==> config.mk <==
export PLATFORM = sky130hd
export DESIGN_NAME = low_power_and_clock_switch
export DESIGN_NICKNAME = d
export VERILOG_FILES = /design/src/lp_clk_pkg.sv /design/src/low_power_and_clock_switch.sv /design/src/cycle_delay.sv
export SDC_FILE = /design/constraint.sdc
export NUM_CORES = 1
export LEC_CHECK = 0
export ABC_AREA = 1
export BUFFER_PORTS_ARGS = -buffer_cell sky130_fd_sc_hd__buf_2
export CAP_MARGIN = 40
export CORE_ASPECT_RATIO = 1.5
export CORE_MARGIN = 8
export CORE_UTILIZATION = 45
export DETAILED_ROUTE_END_ITERATION = 16
export GPL_TIMING_DRIVEN = 0
export PLACE_DENSITY = 0.72
export SYNTH_ARGS = -nofsm -noshare
export SYNTH_HDL_FRONTEND = slang
export SYNTH_SLANG_ARGS = --single-unit
==> constraint.sdc <==
create_clock -name clk -period 1.8 [get_ports clk]
set_input_delay 0.27 -clock clk [delete_from_list [all_inputs] [get_ports clk]]
set_output_delay 0.27 -clock clk [all_outputs]
set_load 0.1 [all_outputs]
==> src/lp_clk_pkg.sv <==
package lp_clk_pkg;

  // register port geometry
  localparam int ADDR_W = 8;
  localparam int DATA_W = 32;

  // register byte offsets
  localparam logic [7:0] OFF_LP_CTRL = 8'h00;
  localparam logic [7:0] OFF_GATE_CTRL = 8'h04;
  localparam logic [7:0] OFF_DIV_CTRL = 8'h08;
  localparam logic [7:0] OFF_SEQ_CMD = 8'h0C;
  localparam logic [7:0] OFF_STATUS = 8'h10;

  // low-power mode field encodings
  localparam logic [1:0] MODE_RUN = 2'h0;
  localparam logic [1:0] MODE_WAIT = 2'h1;
  localparam logic [1:0] MODE_STOP = 2'h2;

  // gate enable encodings
  localparam logic [1:0] GATE_OFF = 2'h0;
  localparam logic [1:0] GATE_ON = 2'h3;

  // post-divider parking value and reset value
  localparam logic [2:0] DIV_PARK = 3'h0;
  localparam logic [2:0] DIV_RESET_VAL = 3'h1;

  // field positions
  localparam int LP_MODE_LSB = 0;
  localparam int GATE_IMG_LSB = 0;
  localparam int GATE_CHK1_LSB = 2;
  localparam int GATE_CHK2_LSB = 4;
  localparam int DIV_POST_LSB = 0;
  localparam int DIV_LVDS_SEL_BIT = 4;
  localparam int DIV_FAST_SEL_BIT = 8;
  localparam int DIV_FRAC_GATE_BIT = 12;
  localparam int CMD_START_BIT = 0;
  localparam int CMD_SEL_BIT = 1;
  localparam int CMD_CHK1_BIT = 2;
  localparam int CMD_CHK2_BIT = 3;
  localparam int STAT_PWR_LSB = 0;
  localparam int STAT_BUSY_BIT = 4;
  localparam int STAT_SEQ_LSB = 8;

  // delays in peripheral-bus clock cycles
  localparam int CNT_W = 5;
  localparam logic [CNT_W-1:0] GATE_SETTLE_CYCLES = 5'h0A;
  localparam logic [CNT_W-1:0] DIV_SETTLE_CYCLES = 5'h1E;

  typedef enum logic [2:0] {
    PS_RUN = 3'b001,
    PS_WAIT = 3'b010,
    PS_STOP = 3'b100
  } power_state_type;

  typedef enum logic [10:0] {
    SEQ_IDLE = 11'b00000000001,
    SEQ_GATE_OFF = 11'b00000000010,
    SEQ_WAIT_GATE = 11'b00000000100,
    SEQ_DIV_PARK = 11'b00000001000,
    SEQ_WAIT_DIV = 11'b00000010000,
    SEQ_FRAC_OFF = 11'b00000100000,
    SEQ_SWITCH = 11'b00001000000,
    SEQ_RESTORE = 11'b00010000000,
    SEQ_FRAC_ON = 11'b00100000000,
    SEQ_UNIT_RESET = 11'b01000000000,
    SEQ_ENABLE = 11'b10000000000
  } seq_state_type;

  typedef struct packed {
    logic [1:0] chk2;
    logic [1:0] chk1;
    logic [1:0] img;
  } gate_cfg_type;

  typedef struct packed {
    logic fracGate;
    logic fastSel;
    logic lvdsSel;
    logic [2:0] postDiv;
  } div_cfg_type;

  localparam gate_cfg_type GATE_CFG_RESET = '{chk2: GATE_ON, chk1: GATE_ON, img: GATE_ON};
  localparam div_cfg_type DIV_CFG_RESET = '{fracGate: 1'b0, fastSel: 1'b0, lvdsSel: 1'b0,
                                            postDiv: DIV_RESET_VAL};

endpackage

==> src/low_power_and_clock_switch.sv <==
// The strobed register port and the register offsets were left to the implementer.
`timescale 1ns/1ps
module low_power_and_clock_switch
  import lp_clk_pkg::*;
(
  input wire logic clk, // peripheral-bus clock
  input wire logic rst_n, // synchronous reset, active low
  input wire logic [lp_clk_pkg::ADDR_W-1:0] regAddr, // register byte address
  input wire logic [lp_clk_pkg::DATA_W-1:0] regWrData, // register write data
  input wire logic regWrite, // write strobe
  input wire logic regRead, // read strobe
  output logic [lp_clk_pkg::DATA_W-1:0] regRdData, // read data, cycle after strobe
  input wire logic wfiExec, // core executed wait-for-interrupt, pulse
  input wire logic wakeIrq, // wake interrupt seen by the power controller
  output logic lpWaitMode, // device in wait mode
  output logic lpStopMode, // device in stop mode
  output lp_clk_pkg::gate_cfg_type gateCfg, // gate enables to image unit and checkers
  output lp_clk_pkg::div_cfg_type divCfg, // selects, post-divider, divider gate
  output logic fastClkPass, // fast clock gate pass state
  output logic imageUnitReset, // image unit reset, active high
  output logic seqBusy // switch sequencer running
);
  import lp_clk_pkg::*;

  logic [1:0] lpMode_reg;
  logic [1:0] lpMode_next;
  power_state_type powerState_reg;
  power_state_type powerState_next;
  logic lpWait_reg;
  logic lpWait_next;
  logic lpStop_reg;
  logic lpStop_next;
  gate_cfg_type gate_reg;
  gate_cfg_type gate_next;
  div_cfg_type div_reg;
  div_cfg_type div_next;
  seq_state_type seqState_reg;
  seq_state_type seqState_next;
  logic [2:0] savedDiv_reg;
  logic [2:0] savedDiv_next;
  logic target_reg;
  logic target_next;
  logic wantChk1_reg;
  logic wantChk1_next;
  logic wantChk2_reg;
  logic wantChk2_next;
  logic unitReset_reg;
  logic unitReset_next;
  logic busy_reg;
  logic busy_next;
  logic pass_reg;
  logic [DATA_W-1:0] rdData_reg;
  logic [DATA_W-1:0] rdData_next;
  logic dlyLoad;
  logic [CNT_W-1:0] dlyVal;
  logic dlyExpired;

  function automatic logic hit(input logic [ADDR_W-1:0] a, input logic [ADDR_W-1:0] off);
    hit = (a == off);
  endfunction

  // mode field write and power state; a mode write alone never moves the state
  always_comb begin
    lpMode_next = lpMode_reg;
    powerState_next = powerState_reg;
    if (regWrite && hit(regAddr, OFF_LP_CTRL)) begin
      lpMode_next = regWrData[LP_MODE_LSB +: 2];
    end
    case (powerState_reg)
      PS_RUN: begin
        if (wfiExec && lpMode_reg == MODE_WAIT) begin
          powerState_next = PS_WAIT;
        end else if (wfiExec && lpMode_reg == MODE_STOP) begin
          powerState_next = PS_STOP;
        end
      end
      PS_WAIT, PS_STOP: begin
        if (wakeIrq) begin
          powerState_next = PS_RUN;
        end
      end
      default: powerState_next = PS_RUN;
    endcase
    lpWait_next = (powerState_next == PS_WAIT);
    lpStop_next = (powerState_next == PS_STOP);
  end

  always_ff @(posedge clk) begin
    if (!rst_n) begin
      lpMode_reg <= MODE_RUN;
      powerState_reg <= PS_RUN;
      lpWait_reg <= 1'b0;
      lpStop_reg <= 1'b0;
    end else begin
      lpMode_reg <= lpMode_next;
      powerState_reg <= powerState_next;
      lpWait_reg <= lpWait_next;
      lpStop_reg <= lpStop_next;
    end
  end

  // settle timer shared by both fixed waits
  cycle_delay #(.CNT_W(CNT_W)) settleTimer (
    .clk(clk),
    .rst_n(rst_n),
    .load(dlyLoad),
    .loadVal(dlyVal),
    .expired(dlyExpired)
  );

  // switch sequencer plus software writes to gates and dividers;
  // software writes are dropped while the sequencer owns these fields
  always_comb begin
    seqState_next = seqState_reg;
    gate_next = gate_reg;
    div_next = div_reg;
    savedDiv_next = savedDiv_reg;
    target_next = target_reg;
    wantChk1_next = wantChk1_reg;
    wantChk2_next = wantChk2_reg;
    unitReset_next = 1'b0;
    dlyLoad = 1'b0;
    dlyVal = GATE_SETTLE_CYCLES;
    case (seqState_reg)
      SEQ_IDLE: begin
        if (regWrite && hit(regAddr, OFF_GATE_CTRL)) begin
          gate_next.img = regWrData[GATE_IMG_LSB +: 2];
          gate_next.chk1 = regWrData[GATE_CHK1_LSB +: 2];
          gate_next.chk2 = regWrData[GATE_CHK2_LSB +: 2];
        end
        if (regWrite && hit(regAddr, OFF_DIV_CTRL)) begin
          div_next.postDiv = regWrData[DIV_POST_LSB +: 3];
          div_next.lvdsSel = regWrData[DIV_LVDS_SEL_BIT];
          div_next.fastSel = regWrData[DIV_FAST_SEL_BIT];
          div_next.fracGate = regWrData[DIV_FRAC_GATE_BIT];
        end
        if (regWrite && hit(regAddr, OFF_SEQ_CMD) && regWrData[CMD_START_BIT]) begin
          gate_next = '{chk2: GATE_OFF, chk1: GATE_OFF, img: GATE_OFF};
          savedDiv_next = div_reg.postDiv;
          target_next = regWrData[CMD_SEL_BIT];
          wantChk1_next = regWrData[CMD_CHK1_BIT];
          wantChk2_next = regWrData[CMD_CHK2_BIT];
          seqState_next = SEQ_GATE_OFF;
        end
      end
      SEQ_GATE_OFF: begin
        dlyLoad = 1'b1;
        dlyVal = GATE_SETTLE_CYCLES;
        seqState_next = SEQ_WAIT_GATE;
      end
      SEQ_WAIT_GATE: begin
        if (dlyExpired) begin
          div_next.postDiv = DIV_PARK;
          seqState_next = SEQ_DIV_PARK;
        end
      end
      SEQ_DIV_PARK: begin
        dlyLoad = 1'b1;
        dlyVal = DIV_SETTLE_CYCLES;
        seqState_next = SEQ_WAIT_DIV;
      end
      SEQ_WAIT_DIV: begin
        if (dlyExpired) begin
          div_next.fracGate = 1'b1;
          seqState_next = SEQ_FRAC_OFF;
        end
      end
      SEQ_FRAC_OFF: begin
        div_next.fastSel = target_reg;
        seqState_next = SEQ_SWITCH;
      end
      SEQ_SWITCH: begin
        div_next.postDiv = savedDiv_reg;
        seqState_next = SEQ_RESTORE;
      end
      SEQ_RESTORE: begin
        div_next.fracGate = 1'b0;
        seqState_next = SEQ_FRAC_ON;
      end
      SEQ_FRAC_ON: begin
        unitReset_next = 1'b1;
        seqState_next = SEQ_UNIT_RESET;
      end
      SEQ_UNIT_RESET: begin
        gate_next.img = GATE_ON;
        gate_next.chk1 = wantChk1_reg ? GATE_ON : GATE_OFF;
        gate_next.chk2 = wantChk2_reg ? GATE_ON : GATE_OFF;
        seqState_next = SEQ_ENABLE;
      end
      SEQ_ENABLE: begin
        seqState_next = SEQ_IDLE;
      end
      default: seqState_next = SEQ_IDLE;
    endcase
    busy_next = (seqState_next != SEQ_IDLE);
  end

  always_ff @(posedge clk) begin
    if (!rst_n) begin
      seqState_reg <= SEQ_IDLE;
      gate_reg <= GATE_CFG_RESET;
      div_reg <= DIV_CFG_RESET;
      savedDiv_reg <= DIV_RESET_VAL;
      target_reg <= 1'b0;
      wantChk1_reg <= 1'b0;
      wantChk2_reg <= 1'b0;
      unitReset_reg <= 1'b0;
      busy_reg <= 1'b0;
    end else begin
      seqState_reg <= seqState_next;
      gate_reg <= gate_next;
      div_reg <= div_next;
      savedDiv_reg <= savedDiv_next;
      target_reg <= target_next;
      wantChk1_reg <= wantChk1_next;
      wantChk2_reg <= wantChk2_next;
      unitReset_reg <= unitReset_next;
      busy_reg <= busy_next;
    end
  end

  // the fast clock gate ignores its enable field, so it always passes;
  // this is why the sequencer parks the divider before touching the mux
  always_ff @(posedge clk) begin
    if (!rst_n) begin
      pass_reg <= 1'b1;
    end else begin
      pass_reg <= 1'b1;
    end
  end

  // read mux; data stands only in the cycle after the strobe, unmapped reads zero
  always_comb begin
    rdData_next = '0;
    if (regRead) begin
      case (1'b1)
        hit(regAddr, OFF_LP_CTRL): rdData_next[LP_MODE_LSB +: 2] = lpMode_reg;
        hit(regAddr, OFF_GATE_CTRL): begin
          rdData_next[GATE_IMG_LSB +: 2] = gate_reg.img;
          rdData_next[GATE_CHK1_LSB +: 2] = gate_reg.chk1;
          rdData_next[GATE_CHK2_LSB +: 2] = gate_reg.chk2;
        end
        hit(regAddr, OFF_DIV_CTRL): begin
          rdData_next[DIV_POST_LSB +: 3] = div_reg.postDiv;
          rdData_next[DIV_LVDS_SEL_BIT] = div_reg.lvdsSel;
          rdData_next[DIV_FAST_SEL_BIT] = div_reg.fastSel;
          rdData_next[DIV_FRAC_GATE_BIT] = div_reg.fracGate;
        end
        hit(regAddr, OFF_STATUS): begin
          rdData_next[STAT_PWR_LSB +: 3] = powerState_reg;
          rdData_next[STAT_BUSY_BIT] = busy_reg;
          rdData_next[STAT_SEQ_LSB +: 11] = seqState_reg;
        end
        default: rdData_next = '0;
      endcase
    end
  end

  always_ff @(posedge clk) begin
    if (!rst_n) begin
      rdData_reg <= '0;
    end else begin
      rdData_reg <= rdData_next;
    end
  end

  assign regRdData = rdData_reg;
  assign lpWaitMode = lpWait_reg;
  assign lpStopMode = lpStop_reg;
  assign gateCfg = gate_reg;
  assign divCfg = div_reg;
  assign fastClkPass = pass_reg;
  assign imageUnitReset = unitReset_reg;
  assign seqBusy = busy_reg;
endmodule

==> src/cycle_delay.sv <==
`timescale 1ns/1ps
module cycle_delay #(
  parameter int CNT_W = 5
) (
  input wire logic clk, // peripheral-bus clock
  input wire logic rst_n, // synchronous reset, active low
  input wire logic load, // start a new wait
  input wire logic [CNT_W-1:0] loadVal, // cycles to wait
  output logic expired // count has run out
);

  logic [CNT_W-1:0] cnt_reg;
  logic [CNT_W-1:0] cnt_next;

  // down counter, parked at zero when idle
  always_comb begin
    cnt_next = cnt_reg;
    if (load) begin
      cnt_next = loadVal;
    end else if (cnt_reg != '0) begin
      cnt_next = cnt_reg - {{(CNT_W-1){1'b0}}, 1'b1};
    end
  end

  always_ff @(posedge clk) begin
    if (!rst_n) begin
      cnt_reg <= '0;
    end else begin
      cnt_reg <= cnt_next;
    end
  end

  // a load in this cycle hides a stale zero
  assign expired = (cnt_reg == '0) && !load;

endmodule

# == Word-level counts from Yosys, hierarchy flattened ==
# Index checks and enable logic that the tools add are counted.
# word_totals
word_cells,124
ff_bits,75
input_bits,46
output_inout_bits,49
# op_classes
add_sub_neg,1
muxes,38
n_reduce_logical,30
n_eq_ne,26
n_bitwise,4
# ops
cell,n
case mux 11 bit (10 select lines),1
2-to-1 mux 11 bit,3
2-to-1 mux 6 bit,3
== test 8 x 4 -> 1 bit (second input constant),2
2-to-1 mux 5 bit,3
2-to-1 mux 1 bit,13
2-to-1 mux 2 bit,6
2-to-1 mux 3 bit,4
case mux 6 bit (2 select lines),1
== test 11 x 1 -> 1 bit (second input constant),1
== test 11 x 10 -> 1 bit (second input constant),1
== test 11 x 2 -> 1 bit (second input constant),1
== test 11 x 3 -> 1 bit (second input constant),1
== test 11 x 4 -> 1 bit (second input constant),1
== test 11 x 5 -> 1 bit (second input constant),1
== test 11 x 6 -> 1 bit (second input constant),1
== test 11 x 7 -> 1 bit (second input constant),1
== test 11 x 8 -> 1 bit (second input constant),1
== test 11 x 9 -> 1 bit (second input constant),1
inequality test 11 x 1 -> 1 bit (second input constant),1
AND reduction 2 bit,5
case mux 3 bit (3 select lines),1
== test 8 x 3 -> 1 bit (second input constant),1
== test 8 x 5 -> 1 bit (second input constant),1
24 further kinds,44

# == Depth between registers and ports, before layout ==
# Gate-level depths: netlist (run 1).
# depth
word_depth,8
mapped_depth,11
mapped_depth_nobuf,11

# == Cells and area by module ==
# Synthesis (run 1) repeated with hierarchy kept, for this count alone.
# hier_totals
hier_cells,414
area_unflattened_um2,2880.3
# by_module_without_submodules
module,cells_each,seq_area_each_um2,area_per_inst_um2,n_inst
low_power_and_clock_switch,366,1101.1,2585.0,1
cycle_delay,48,100.1,295.3,1

# == Worst setup path after synthesis (run 1) ==
# No wires, ideal clock.
# synth_path
path_type,flip-flop to flip-flop
start,register div_reg (netlist bit divCfg[1])
end,register rdData_reg[1] (netlist: regRdData[1])
path_stages_with_launch,5
setup_ns,0.070
path_buffers,0
path_slack_ns,0.298
required_time_ns,1.730
synth_period_minus_slack_ns,1.502
t_arrival_ns,1.432
path_cell_list,dfxtp_1 > inv_1 > o21ai_0 > a21oi_1 > a21oi_1
# synth_between
elab_chain_len,3
# synth_lines
item,line_no,text
from (decl),low_power_and_clock_switch.sv:35,div_cfg_type div_reg;
from (signal assigned),low_power_and_clock_switch.sv:212,div_reg <= div_next;
2-to-1 mux 2 bit (3 in series),low_power_and_clock_switch.sv:236,case (1'b1)
to (signal assigned),low_power_and_clock_switch.sv:263,rdData_reg <= rdData_next;
to (decl),low_power_and_clock_switch.sv:52,logic [DATA_W-1:0] rdData_reg;
# No other way between the ends.
# A chain may end at the register's enable or synchronous reset.

# == Worst setup path in the final report (run 1) ==
# layout_path
start,register seqState_reg[1]
end,register gate_reg (netlist bit gateCfg[4])
# layout_between
elab_chain_len,3
elab_cells_between_ends,6
cone_classes,3 x eq/ne; 1 x mux; 2 x reduce/logical
# layout_lines
item,line_no,text
from (decl),low_power_and_clock_switch.sv:37,seq_state_type seqState_reg;
from (signal assigned),low_power_and_clock_switch.sv:210,seqState_reg <= seqState_next;
== test 11 x 1 -> 1 bit or == test 11 x 10 -> 1 bit (tied branches),low_power_and_clock_switch.sv:124,case (seqState_reg)
inequality test 3 bit (no line) or nonzero test 2 bit (tied branches),n/a,
AND reduction 2 bit (no line),n/a,
to (signal assigned),low_power_and_clock_switch.sv:211,gate_reg <= gate_next;
to (decl),low_power_and_clock_switch.sv:33,gate_cfg_type gate_reg;
# Several ways; a longest one is shown, not always the timed one.

==> impl_metrics.py, run 1 <==
metrics = {
    "setup_path": {
        "cp-startpoint": "seqState_reg[1]$_SDFF_PN0_",
        "startpoint_type": "register",
        "cp_common_cell": "nand3_1",
        "rrSetupSlack_ps": 240,
        "required_ps": 2030,
        "r2r_cells": 7,
        "crit_chain": "inv_1, nand2_1, nor2_2, nor3b_1, nand2_2, nand3_1, nand3_1",
        "critPathCapture": "gateCfg[4]$_SDFFE_PN1P_",
        "path_buf_inv": 1,
        "cpPeakStageDelay_ps": 380,
        "path_delay_family": "simple AND/OR/NAND/NOR gates",
        "crit_cells": 7,
        "critPathKind": "reg2reg",
        "reg2reg_to": "gateCfg[4]$_SDFFE_PN1P_",
        "cp_max_fo": 7,
        "end_kind": "register",
        "critPathSlowestCell": "nor3b_1",
        "worst_ep_arrival_time_ps": 1800,
        "reg2reg_from": "seqState_reg[1]$_SDFF_PN0_",
    },
    "sta": {
        "fin_worst_skew_ps": 9.147,
        "rsz0062_at_grt": "no",
        "final.setup.tns_ps": 0,
        "max-slew-margin-rel_pct": 65.79,
        "finalHoldViolCount": 0,
        "fmax_ghz": 0.6395,
        "fin_crit_ps": 1564,
        "finalSetupViolations": 0,
        "slew_violations": 0,
        "finalCritPeriodShare_pct": 86.87,
        "worst_slew_pin_slew_ps": 513.2,
    },
    "min_path": {
        "hold_depth": 3,
        "hold_path_class": "in2reg",
    },
    "logic_synthesis": {
        "synth-xor-area-share_pct": 0.8842,
        "yosysTopAreaCellShare_pct": 40.42,
        "netlist_instances": 410,
        "synth_most_common_cell": "nand2_1",
        "ys.flop_type": "dfxtp_1",
        "synth_top_family_by_area": "simple AND/OR/NAND/NOR gates",
        "yosysWarnings": 0,
        "synthAdderAreaFrac_pct": 0.8421,
        "syn_avg_cell_area_sq_um": 7.248,
        "netlist-cell-type-count": 33,
        "synthMuxAreaShare_pct": 0,
        "ys_ff_latch": 60,
        "async_reset_ff_share_pct": 0,
        "syn-cell-area_sq_mm": 0.002972,
        "synth_compound_area_share_pct": 8.000,
        "synth_area_leaders": "dfxtp_1 (40%), nand2_1 (11%), nor2_1 (8.0%), nand3_1 (7.2%), inv_1 (4.9%)",
        "synthTopCellsByCount": "nand2_1 (87), nor2_1 (63), dfxtp_1 (60), nand3_1 (43), inv_1 (39)",
        "yosysSeqAreaShare_pct": 40.42,
        "synth_edf_count": 0,
        "synth_top_cell_by_area": "dfxtp_1",
        "yosys.area_share.simple_pct": 38.19,
    },
    "floorplan": {
        "die-area_sq_mm": 0.009513,
        "fp-row-count": 36,
        "core_sq_mm": 0.006441,
        "die_w_um": 82.35,
        "die_h_um": 115.5,
        "initial_core_util_pct": 46.13,
        "io_pins": 95,
    },
    "place": {
        "dp_hpwl_um": 5935,
        "place_congestion": 0.8926,
        "port_buffers": 53,
        "dpl_cell_area_sq_mm": 0.003385,
    },
    "detailed_routing": {
        "routed_wirelength_um": 7399,
        "met1_length_um": 3036,
        "vias": 2735,
        "vias_per_cell": 4.807,
        "first_pass_iters": 4,
        "wl_met2_um": 3734,
        "wl_met3_um": 373,
        "final_antenna_net_count": 0,
        "drtIter0Drc": 135,
        "top_layer": "met4",
        "wl_per_cell_um": 13.00,
        "drc_errors": 0,
    },
    "global_route": {
        "antenna_found_initial": 0,
        "grt_start_max_net_pins": 11,
        "grt_pass1_vias": 2777,
        "grt_pass1_wl_um": 12180,
        "track_usage_pct": 16.66,
        "grt_overflow": 0,
    },
    "cts": {
        "cts_resized": 0,
        "cts_tree": "yes",
        "cts_hold_buf": 0,
        "clock_sink_count": 60,
        "htreeDepth": 3,
        "clk_path_buf_depth": 2,
        "clk_latency_ps": 350,
        "cts_made_buffers": 9,
        "cts_setup_buffers": 0,
        "cts_root_buf": "clkbuf_8",
        "cts.reportedPaths.clkPinSlew_ps": 70,
    },
    "finish": {
        "largest_reg_flops": 17,
        "syn2layout_area_growth_pct": 20.00,
        "antenna_cells": 0,
        "drive_gt1_share_pct": 25.96,
        "design_area_sq_mm": 0.003566,
        "fin_nets": 536,
    },
    "power": {
        "peakVddDrop_mv": 0.2834,
        "p_per_area_mw_per_mm2": 869.3,
        "total_power_w": 0.003100,
        "p_leak_nw": 1.879,
    },
    "run_status": {
        "status": "completed",
    },
    "flow_run": {
        "drv_cap": 0,
    },
}
cells by family (layout without fill, tap and decap cells):
| family | Yosys count | in the layout |
|---|---|---|
| xor gates and xnor gates | 3 | 3 |
| buffers and inverters | 68 | 137 |
| and+or+nand+nor | 233 | 233 |
| DFF | 60 | 60 |
| AOI/OAI and AO/OA | 42 | 42 |
| other | 2 | 16 |
| adders and majority gates | 2 | 2 |
worst reg2reg max path, stage by stage (launching register included):
cell	delay [ps]
dfxtp_1	330
inv_1	90
nand2_1	70
nor2_2	180
nor3b_1	380
nand2_2	200
nand3_1	110
nand3_1	90
placed cells by master, fill, tap and decap left out, types with 9 or more instances in the layout:
cell type and n:
a21oi_1 16, buf_2 55, buf_4 16, clkbuf_8 13, conb_1 16, dfxtp_1 60, inv_1 39, nand2_1 87
nand2_4 9, nand3_1 43, nor2_1 63, o21ai_0 17
where the power goes:
part	total [W]	switching (W)	internal, W
registers	0.00140	0.0000319	0.00137
clock network	0.00111	0.000494	0.000612
logic	0.000590	0.000403	0.000187
total	0.00310	0.000929	0.00217
routing by layer:
layer | track usage, % | up-vias
met2 | 27.95 | 71
met4 | 9.529 | 0
met5 | 0 | -
met1 | 17.80 | 1227
met3 | 4.969 | 18
li1 | - | 1419
per-stage QoR:
stage               cells  worst slack (ps)  hold slack (ps)  utilization (%)
finish                569             236.4            146.0            55.36
global placement      553             228.0            433.1            52.54
detailed placement    553             240.5            441.0            52.54
global route          569             91.93            148.1            55.36
CTS                   569             234.3            143.1            55.36
floorplan             424             298.1            383.4                -
layout make-up:
class	count	area, sq um
fillers	657	2875
multi-input cells	296	1484
flip-flops and latches	60	1201
repair buffers	53	265.3
clock buffers	15	176.4
inverters	46	175.2
plain buffers	22	163.9
well taps	76	95.09
clock inverters	1	5.005
how the worst min path moves through the flow:
stage                                  startpoint                           end  slack [ps]
after floorplan                           wakeIrq  powerState_reg[0]$_SDFF_PN1_         380
after global placement    gateCfg[3]$_SDFFE_PN1P_       regRdData[3]$_SDFF_PP0_         430
after detailed placement  gateCfg[5]$_SDFFE_PN1P_       regRdData[5]$_SDFF_PP0_         440
after CTS                                 wakeIrq  powerState_reg[0]$_SDFF_PN1_         140
after global routing                      wakeIrq  powerState_reg[0]$_SDFF_PN1_         150
final                                     wakeIrq  powerState_reg[0]$_SDFF_PN1_         150
(Power assumes the default switching activity.)
==> inputs of run 2 (changes only) <==
Settings changed: REMOVE_ABC_BUFFERS from default to 1.
==> run 2 against run 1 <==
Net effect:
- non-clock buffer count decreased by 21
- core utilization decreased by 2.6 points
- count of clock-buffer cells in the layout decreased by 2
- critical path type is now in2reg
- sequential power about the same
- total power decreased by 2.8%
- fmax increased by 1.5%
- hold slack got worse by 3.7 ps
==> impl_metrics.py, run 2 (synthesized netlist as in run 1, its figures left out) <==
metrics = {
    "cts": {
        "cts_hold_buf": 0,
        "cts_made_buffers": 9,
        "htreeDepth": 3,
        "cts_setup_buffers": 0,
        "clock_sink_count": 60,
        "cts_resized": 0,
        "cts_root_buf": "clkbuf_8",
        "cts.reportedPaths.clkPinSlew_ps": 60,
        "clk_path_buf_depth": 2,
        "cts_tree": "yes",
        "clk_latency_ps": 340,
    },
    "detailed_routing": {
        "vias": 2710,
        "wl_per_cell_um": 13.22,
        "drc_errors": 0,
        "routed_wirelength_um": 7231,
        "drtIter0Drc": 114,
        "final_antenna_net_count": 0,
        "first_pass_iters": 4,
        "vias_per_cell": 4.954,
    },
    "min_path": {
        "hold_path_class": "in2reg",
        "min_from": "wakeIrq",
        "hold_depth": 3,
    },
    "sta": {
        "worst_slew_pin_slew_ps": 541.0,
        "finalCritPeriodShare_pct": 85.59,
        "rsz0062_at_grt": "no",
        "fin_worst_skew_ps": 4.942,
        "slew_violations": 0,
        "max-slew-margin-rel_pct": 63.71,
        "fmax_ghz": 0.6491,
        "fin_crit_ps": 1541,
        "finalSetupViolations": 0,
        "finalHoldViolCount": 0,
    },
    "floorplan": {
        "fp-row-count": 36,
        "die_w_um": 82.35,
        "die-area_sq_mm": 0.009513,
        "initial_core_util_pct": 46.13,
        "core_sq_mm": 0.006441,
        "die_h_um": 115.5,
        "io_pins": 95,
    },
    "power": {
        "power.internal_w": 0.002093,
        "p_seq_share_pct": 46.6,
        "total_power_w": 0.003013,
        "p_comb_share_pct": 18.2,
        "p_per_area_mw_per_mm2": 887.0,
        "p_switching_w": 0.0009206,
        "p_leak_nw": 1.770,
        "switching_share_pct": 30.55,
        "pwr-share-clk_pct": 35.1,
        "peakVddDrop_mv": 0.5248,
    },
    "setup_path": {
        "reg2reg_to": "gateCfg[5]$_SDFFE_PN1P_",
        "reg2reg_from": "seqState_reg[1]$_SDFF_PN0_",
        "required_ps": 2050,
        "r2r_cells": 7,
        "critPathCapture": "regRdData[12]$_SDFF_PP0_",
        "rrSetupSlack_ps": 260,
        "worst_ep_arrival_time_ps": 1790,
        "critPathKind": "in2reg",
        "cp_max_fo": 25,
        "cp-startpoint": "rst_n",
        "startpoint_type": "input port",
        "end_kind": "register",
    },
    "place": {
        "place_congestion": 0.8448,
        "dp_hpwl_um": 5620,
        "dpl_cell_area_sq_mm": 0.003226,
        "port_buffers": 54,
    },
    "global_route": {
        "antenna_found_initial": 0,
        "grt_pass1_vias": 2721,
        "grt_start_max_net_pins": 26,
        "grt_pass1_wl_um": 11820,
        "track_usage_pct": 15.99,
        "grt_overflow": 0,
    },
    "run_status": {
        "status": "completed",
    },
    "finish": {
        "antenna_cells": 0,
        "design_area_sq_mm": 0.003397,
        "drive_gt1_share_pct": 23.14,
        "fin_nets": 515,
        "largest_reg_flops": 17,
        "final_cell_mix": "nand2_1 (86), nor2_1 (63), dfxtp_1 (60)",
        "syn2layout_area_growth_pct": 14.32,
        "layout_commonest_cell": "nand2_1",
    },
    "flow_run": {
        "drv_cap": 0,
    },
}
## run 2: cell types whose count changed in the layout (fill, tap and decap cells not counted), sizes merged
| cell | previous run | this run |
|---|---|---|
| buf | 72 | 54 |
| clkinv | 4 | 5 |
| clkbuf | 18 | 13 |
## run 2: power groups by stage
stage | Clock, W | Sequential [W] | Combinational, W
final | 0.00106 | 0.00141 | 0.000549
after global routing | 0.00115 | 0.00141 | 0.000625
after CTS | 0.00108 | 0.00141 | 0.000549
after detailed placement | 0 | 0.00143 | 0.000547
after global placement | 0 | 0.00143 | 0.000530
after floorplan | 0 | 0.00143 | 0.000441
## run 2: cell type report
type	count	area, sq um
fillers	660	3044
multi-input cells	296	1486
flip-flops and latches	60	1201
repair buffers	54	270.3
inverters	46	175.2
clock buffers	13	158.9
well taps	76	95.09
clock inverters	2	10.01
## run 2: layer usage
metal	global-route usage [%]	routed length, um
met1	16.47	2835
met2	27.90	3764
met3	4.425	401
met4	8.824	229
met5	0	0
## run 2: worst min path at each step
stage	end	slack, ps
3_3_place_gp	regRdData[3]$_SDFF_PP0_	430
5_1_grt	powerState_reg[0]$_SDFF_PN1_	140
2_1_floorplan	powerState_reg[0]$_SDFF_PN1_	340
6_report	powerState_reg[0]$_SDFF_PN1_	140
3_5_place_dp	regRdData[5]$_SDFF_PP0_	440
4_1_cts	powerState_reg[0]$_SDFF_PN1_	130
## run 2: worst max-delay path, stage by stage
cell and delay, ps:
buf_2 390, nand2_1 160, nor2_2 220, nand3_1 400
o22ai_1 330
## run 2: through the flow
stage	hold WS, ps	utilization [%]	setup WS [ps]	setup TNS [ps]	instances
after floorplan	338.9	-	298.1	0	402
after global placement	434.7	50.08	-66.44	-98.22	532
after detailed placement	442.6	50.08	-107.5	-213.8	532
after CTS	134.6	52.70	169.9	0	547
after global routing	143.6	52.74	49.19	0	547
final	142.3	52.74	259.4	0	547
==> inputs of run 3 (changes only) <==
==> constraint.sdc (replaced) <==
create_clock -name clk -period 1.8 [get_ports clk]
set_input_delay 0.09 -clock clk [delete_from_list [all_inputs] [get_ports clk]]
set_output_delay 0.09 -clock clk [all_outputs]
set_load 0.1 [all_outputs]
==> run 3 against run 2 <==
Net effect:
- design area increased by 0.29%
- combinational power about the same
- largest cell class unchanged
- fmax about the same
- final cell count increased by 0.18%
- global-route usage unchanged
- die area unchanged
- via count about the same
- largest power group unchanged
- critical endpoint is now gateCfg[5]$_SDFFE_PN1P_
- clock power about the same
==> impl_metrics.py, run 3 (synthesized netlist as in run 1, its figures left out) <==
metrics = {
    "global_route": {
        "grt_pass1_wl_um": 11820,
        "antenna_found_initial": 0,
        "grt_overflow": 0,
        "track_usage_pct": 15.99,
        "grt_pass1_vias": 2721,
        "grt_start_max_net_pins": 26,
    },
    "floorplan": {
        "fp-row-count": 36,
        "core_sq_mm": 0.006441,
        "die_h_um": 115.5,
        "die-area_sq_mm": 0.009513,
        "io_pins": 95,
        "initial_core_util_pct": 46.13,
        "die_w_um": 82.35,
    },
    "setup_path": {
        "reg2reg_to": "gateCfg[5]$_SDFFE_PN1P_",
        "worst_ep_arrival_time_ps": 1750,
        "end_kind": "register",
        "reg2reg_from": "seqState_reg[1]$_SDFF_PN0_",
        "r2r_cells": 7,
        "rrSetupSlack_ps": 260,
        "cp_max_fo": 7,
        "critPathKind": "reg2reg",
        "startpoint_type": "register",
        "required_ps": 2010,
    },
    "sta": {
        "max-slew-margin-rel_pct": 63.74,
        "fin_crit_ps": 1540,
        "finalSetupViolations": 0,
        "rsz0062_at_grt": "no",
        "hold_slack_ps": 12.51,
        "fmax_ghz": 0.6494,
        "worst_slew_pin_slew_ps": 540.5,
        "fin_worst_skew_ps": 4.942,
        "final.setup.tns_ps": 0,
        "slew_violations": 0,
        "finalCritPeriodShare_pct": 85.55,
        "finalHoldViolCount": 0,
        "setup_slack_ps": 260.1,
    },
    "power": {
        "p_per_area_mw_per_mm2": 885.1,
        "p_switching_w": 0.0009217,
        "p_comb_share_pct": 18.3,
        "power.internal_w": 0.002094,
        "peakVddDrop_mv": 0.5249,
        "p_seq_share_pct": 46.6,
        "switching_share_pct": 30.56,
        "pwr-share-clk_pct": 35.1,
        "p_leak_nw": 1.775,
    },
    "cts": {
        "clk_path_buf_depth": 2,
        "cts.reportedPaths.clkPinSlew_ps": 60,
        "cts_tree": "yes",
        "cts_root_buf": "clkbuf_8",
        "cts_made_buffers": 9,
        "clock_sink_count": 60,
        "clk_latency_ps": 340,
        "htreeDepth": 3,
    },
    "finish": {
        "layout_commonest_cell": "nand2_1",
        "fin_util_pct": 52.89,
        "drive_gt1_share_pct": 23.09,
        "largest_reg_flops": 17,
        "fin_cells": 548,
        "final_cell_mix": "nand2_1 (86), nor2_1 (63), dfxtp_1 (60)",
        "fin_nets": 516,
        "antenna_cells": 0,
        "syn2layout_area_growth_pct": 14.65,
    },
    "flow_run": {
        "drv_cap": 0,
    },
    "place": {
        "place_congestion": 0.8448,
        "dpl_worst_slack_ps": 72.47,
        "dp_hpwl_um": 5620,
        "dp.cells": 532,
        "port_buffers": 54,
    },
    "detailed_routing": {
        "first_pass_iters": 5,
        "routed_wirelength_um": 7240,
        "wl_per_cell_um": 13.21,
        "vias": 2711,
        "final_antenna_net_count": 0,
        "vias_per_cell": 4.947,
        "drtIter0Drc": 152,
        "drc_errors": 0,
    },
    "min_path": {
        "min_to": "wantChk2_reg$_SDFFE_PN0P_",
        "min_from": "regWrData[3]",
        "hold_depth": 3,
        "hold_path_class": "in2reg",
    },
    "run_status": {
        "status": "completed",
    },
}
## run 3: cell count changes in the layout (fill, tap and decap cells not counted)
cell           change
dlygate4sd3_1      +1
## run 3: layout make-up
cell class / instances / area, sq um
fillers: 659 / 3034
clock buffers: 13 / 158.9
clock inverters: 2 / 10.01
repair buffers: 55 / 280.3
multi-input cells: 296 / 1486
well taps: 76 / 95.09
flip-flops and latches: 60 / 1201
inverters: 46 / 175.2
## run 3: worst max-delay path, stage by stage, from the launching register on
cell and delay, ps:
dfxtp_1 330, inv_1 100, nand2_1 70, nor2_2 210
nor3b_1 330, nand2_2 180, nand3_1 110, nand3_1 80
## run 3: per-stage QoR
step                      total power (W)  area [sq um]
after floorplan                  0.001873          2860
after global placement           0.001960          3226
after detailed placement         0.001981          3226
after CTS                        0.003034          3405
after global routing             0.003192          3407
final                            0.003016          3407
## run 3: worst max path at each step
stage | end | cells past startpoint | slack (ps) | from
floorplan | regRdData[1]$_SDFF_PN0_ | 4 | 300 | divCfg[1]$_SDFFE_PN0P_
global placement | regRdData[12]$_SDFF_PP0_ | 5 | 110 | rst_n
detailed placement | regRdData[12]$_SDFF_PP0_ | 5 | 70 | rst_n
CTS | seqState_reg[5]$_SDFF_PN0_ | 9 | 170 | seqState_reg[2]$_SDFF_PN0_
global route | gateCfg[1]$_SDFFE_PN1P_ | 7 | 50 | seqState_reg[1]$_SDFF_PN0_
finish | gateCfg[5]$_SDFFE_PN1P_ | 7 | 260 | seqState_reg[1]$_SDFF_PN0_
## run 3: what timing repair did
action                                  in CTS  in global routing
hold endpoints to repair                     1                  0
gates resized for setup                      0                  1
buffers inserted                             0                  0
endpoints found under the setup margin       0                  5
hold buffers                                 1                  0
## run 3: power by group through the flow
stage	Sequential (W)	Combinational [W]	Clock, W
global placement	0.00143	0.000530	0
finish	0.00141	0.000551	0.00106
detailed placement	0.00143	0.000547	0
CTS	0.00141	0.000551	0.00108
floorplan	0.00143	0.000441	0
global route	0.00141	0.000627	0.00115
## run 3: routing by layer
| layer | track usage, % | vias up | part of all wire, % |
|---|---|---|---|
| li1 | - | 1376 | - |
| met1 | 16.47 | 1227 | 39 |
| met2 | 27.90 | 89 | 52 |
| met3 | 4.425 | 19 | 5.5 |
| met4 | 8.824 | 0 | 3.2 |
| met5 | 0 | - | 0 |
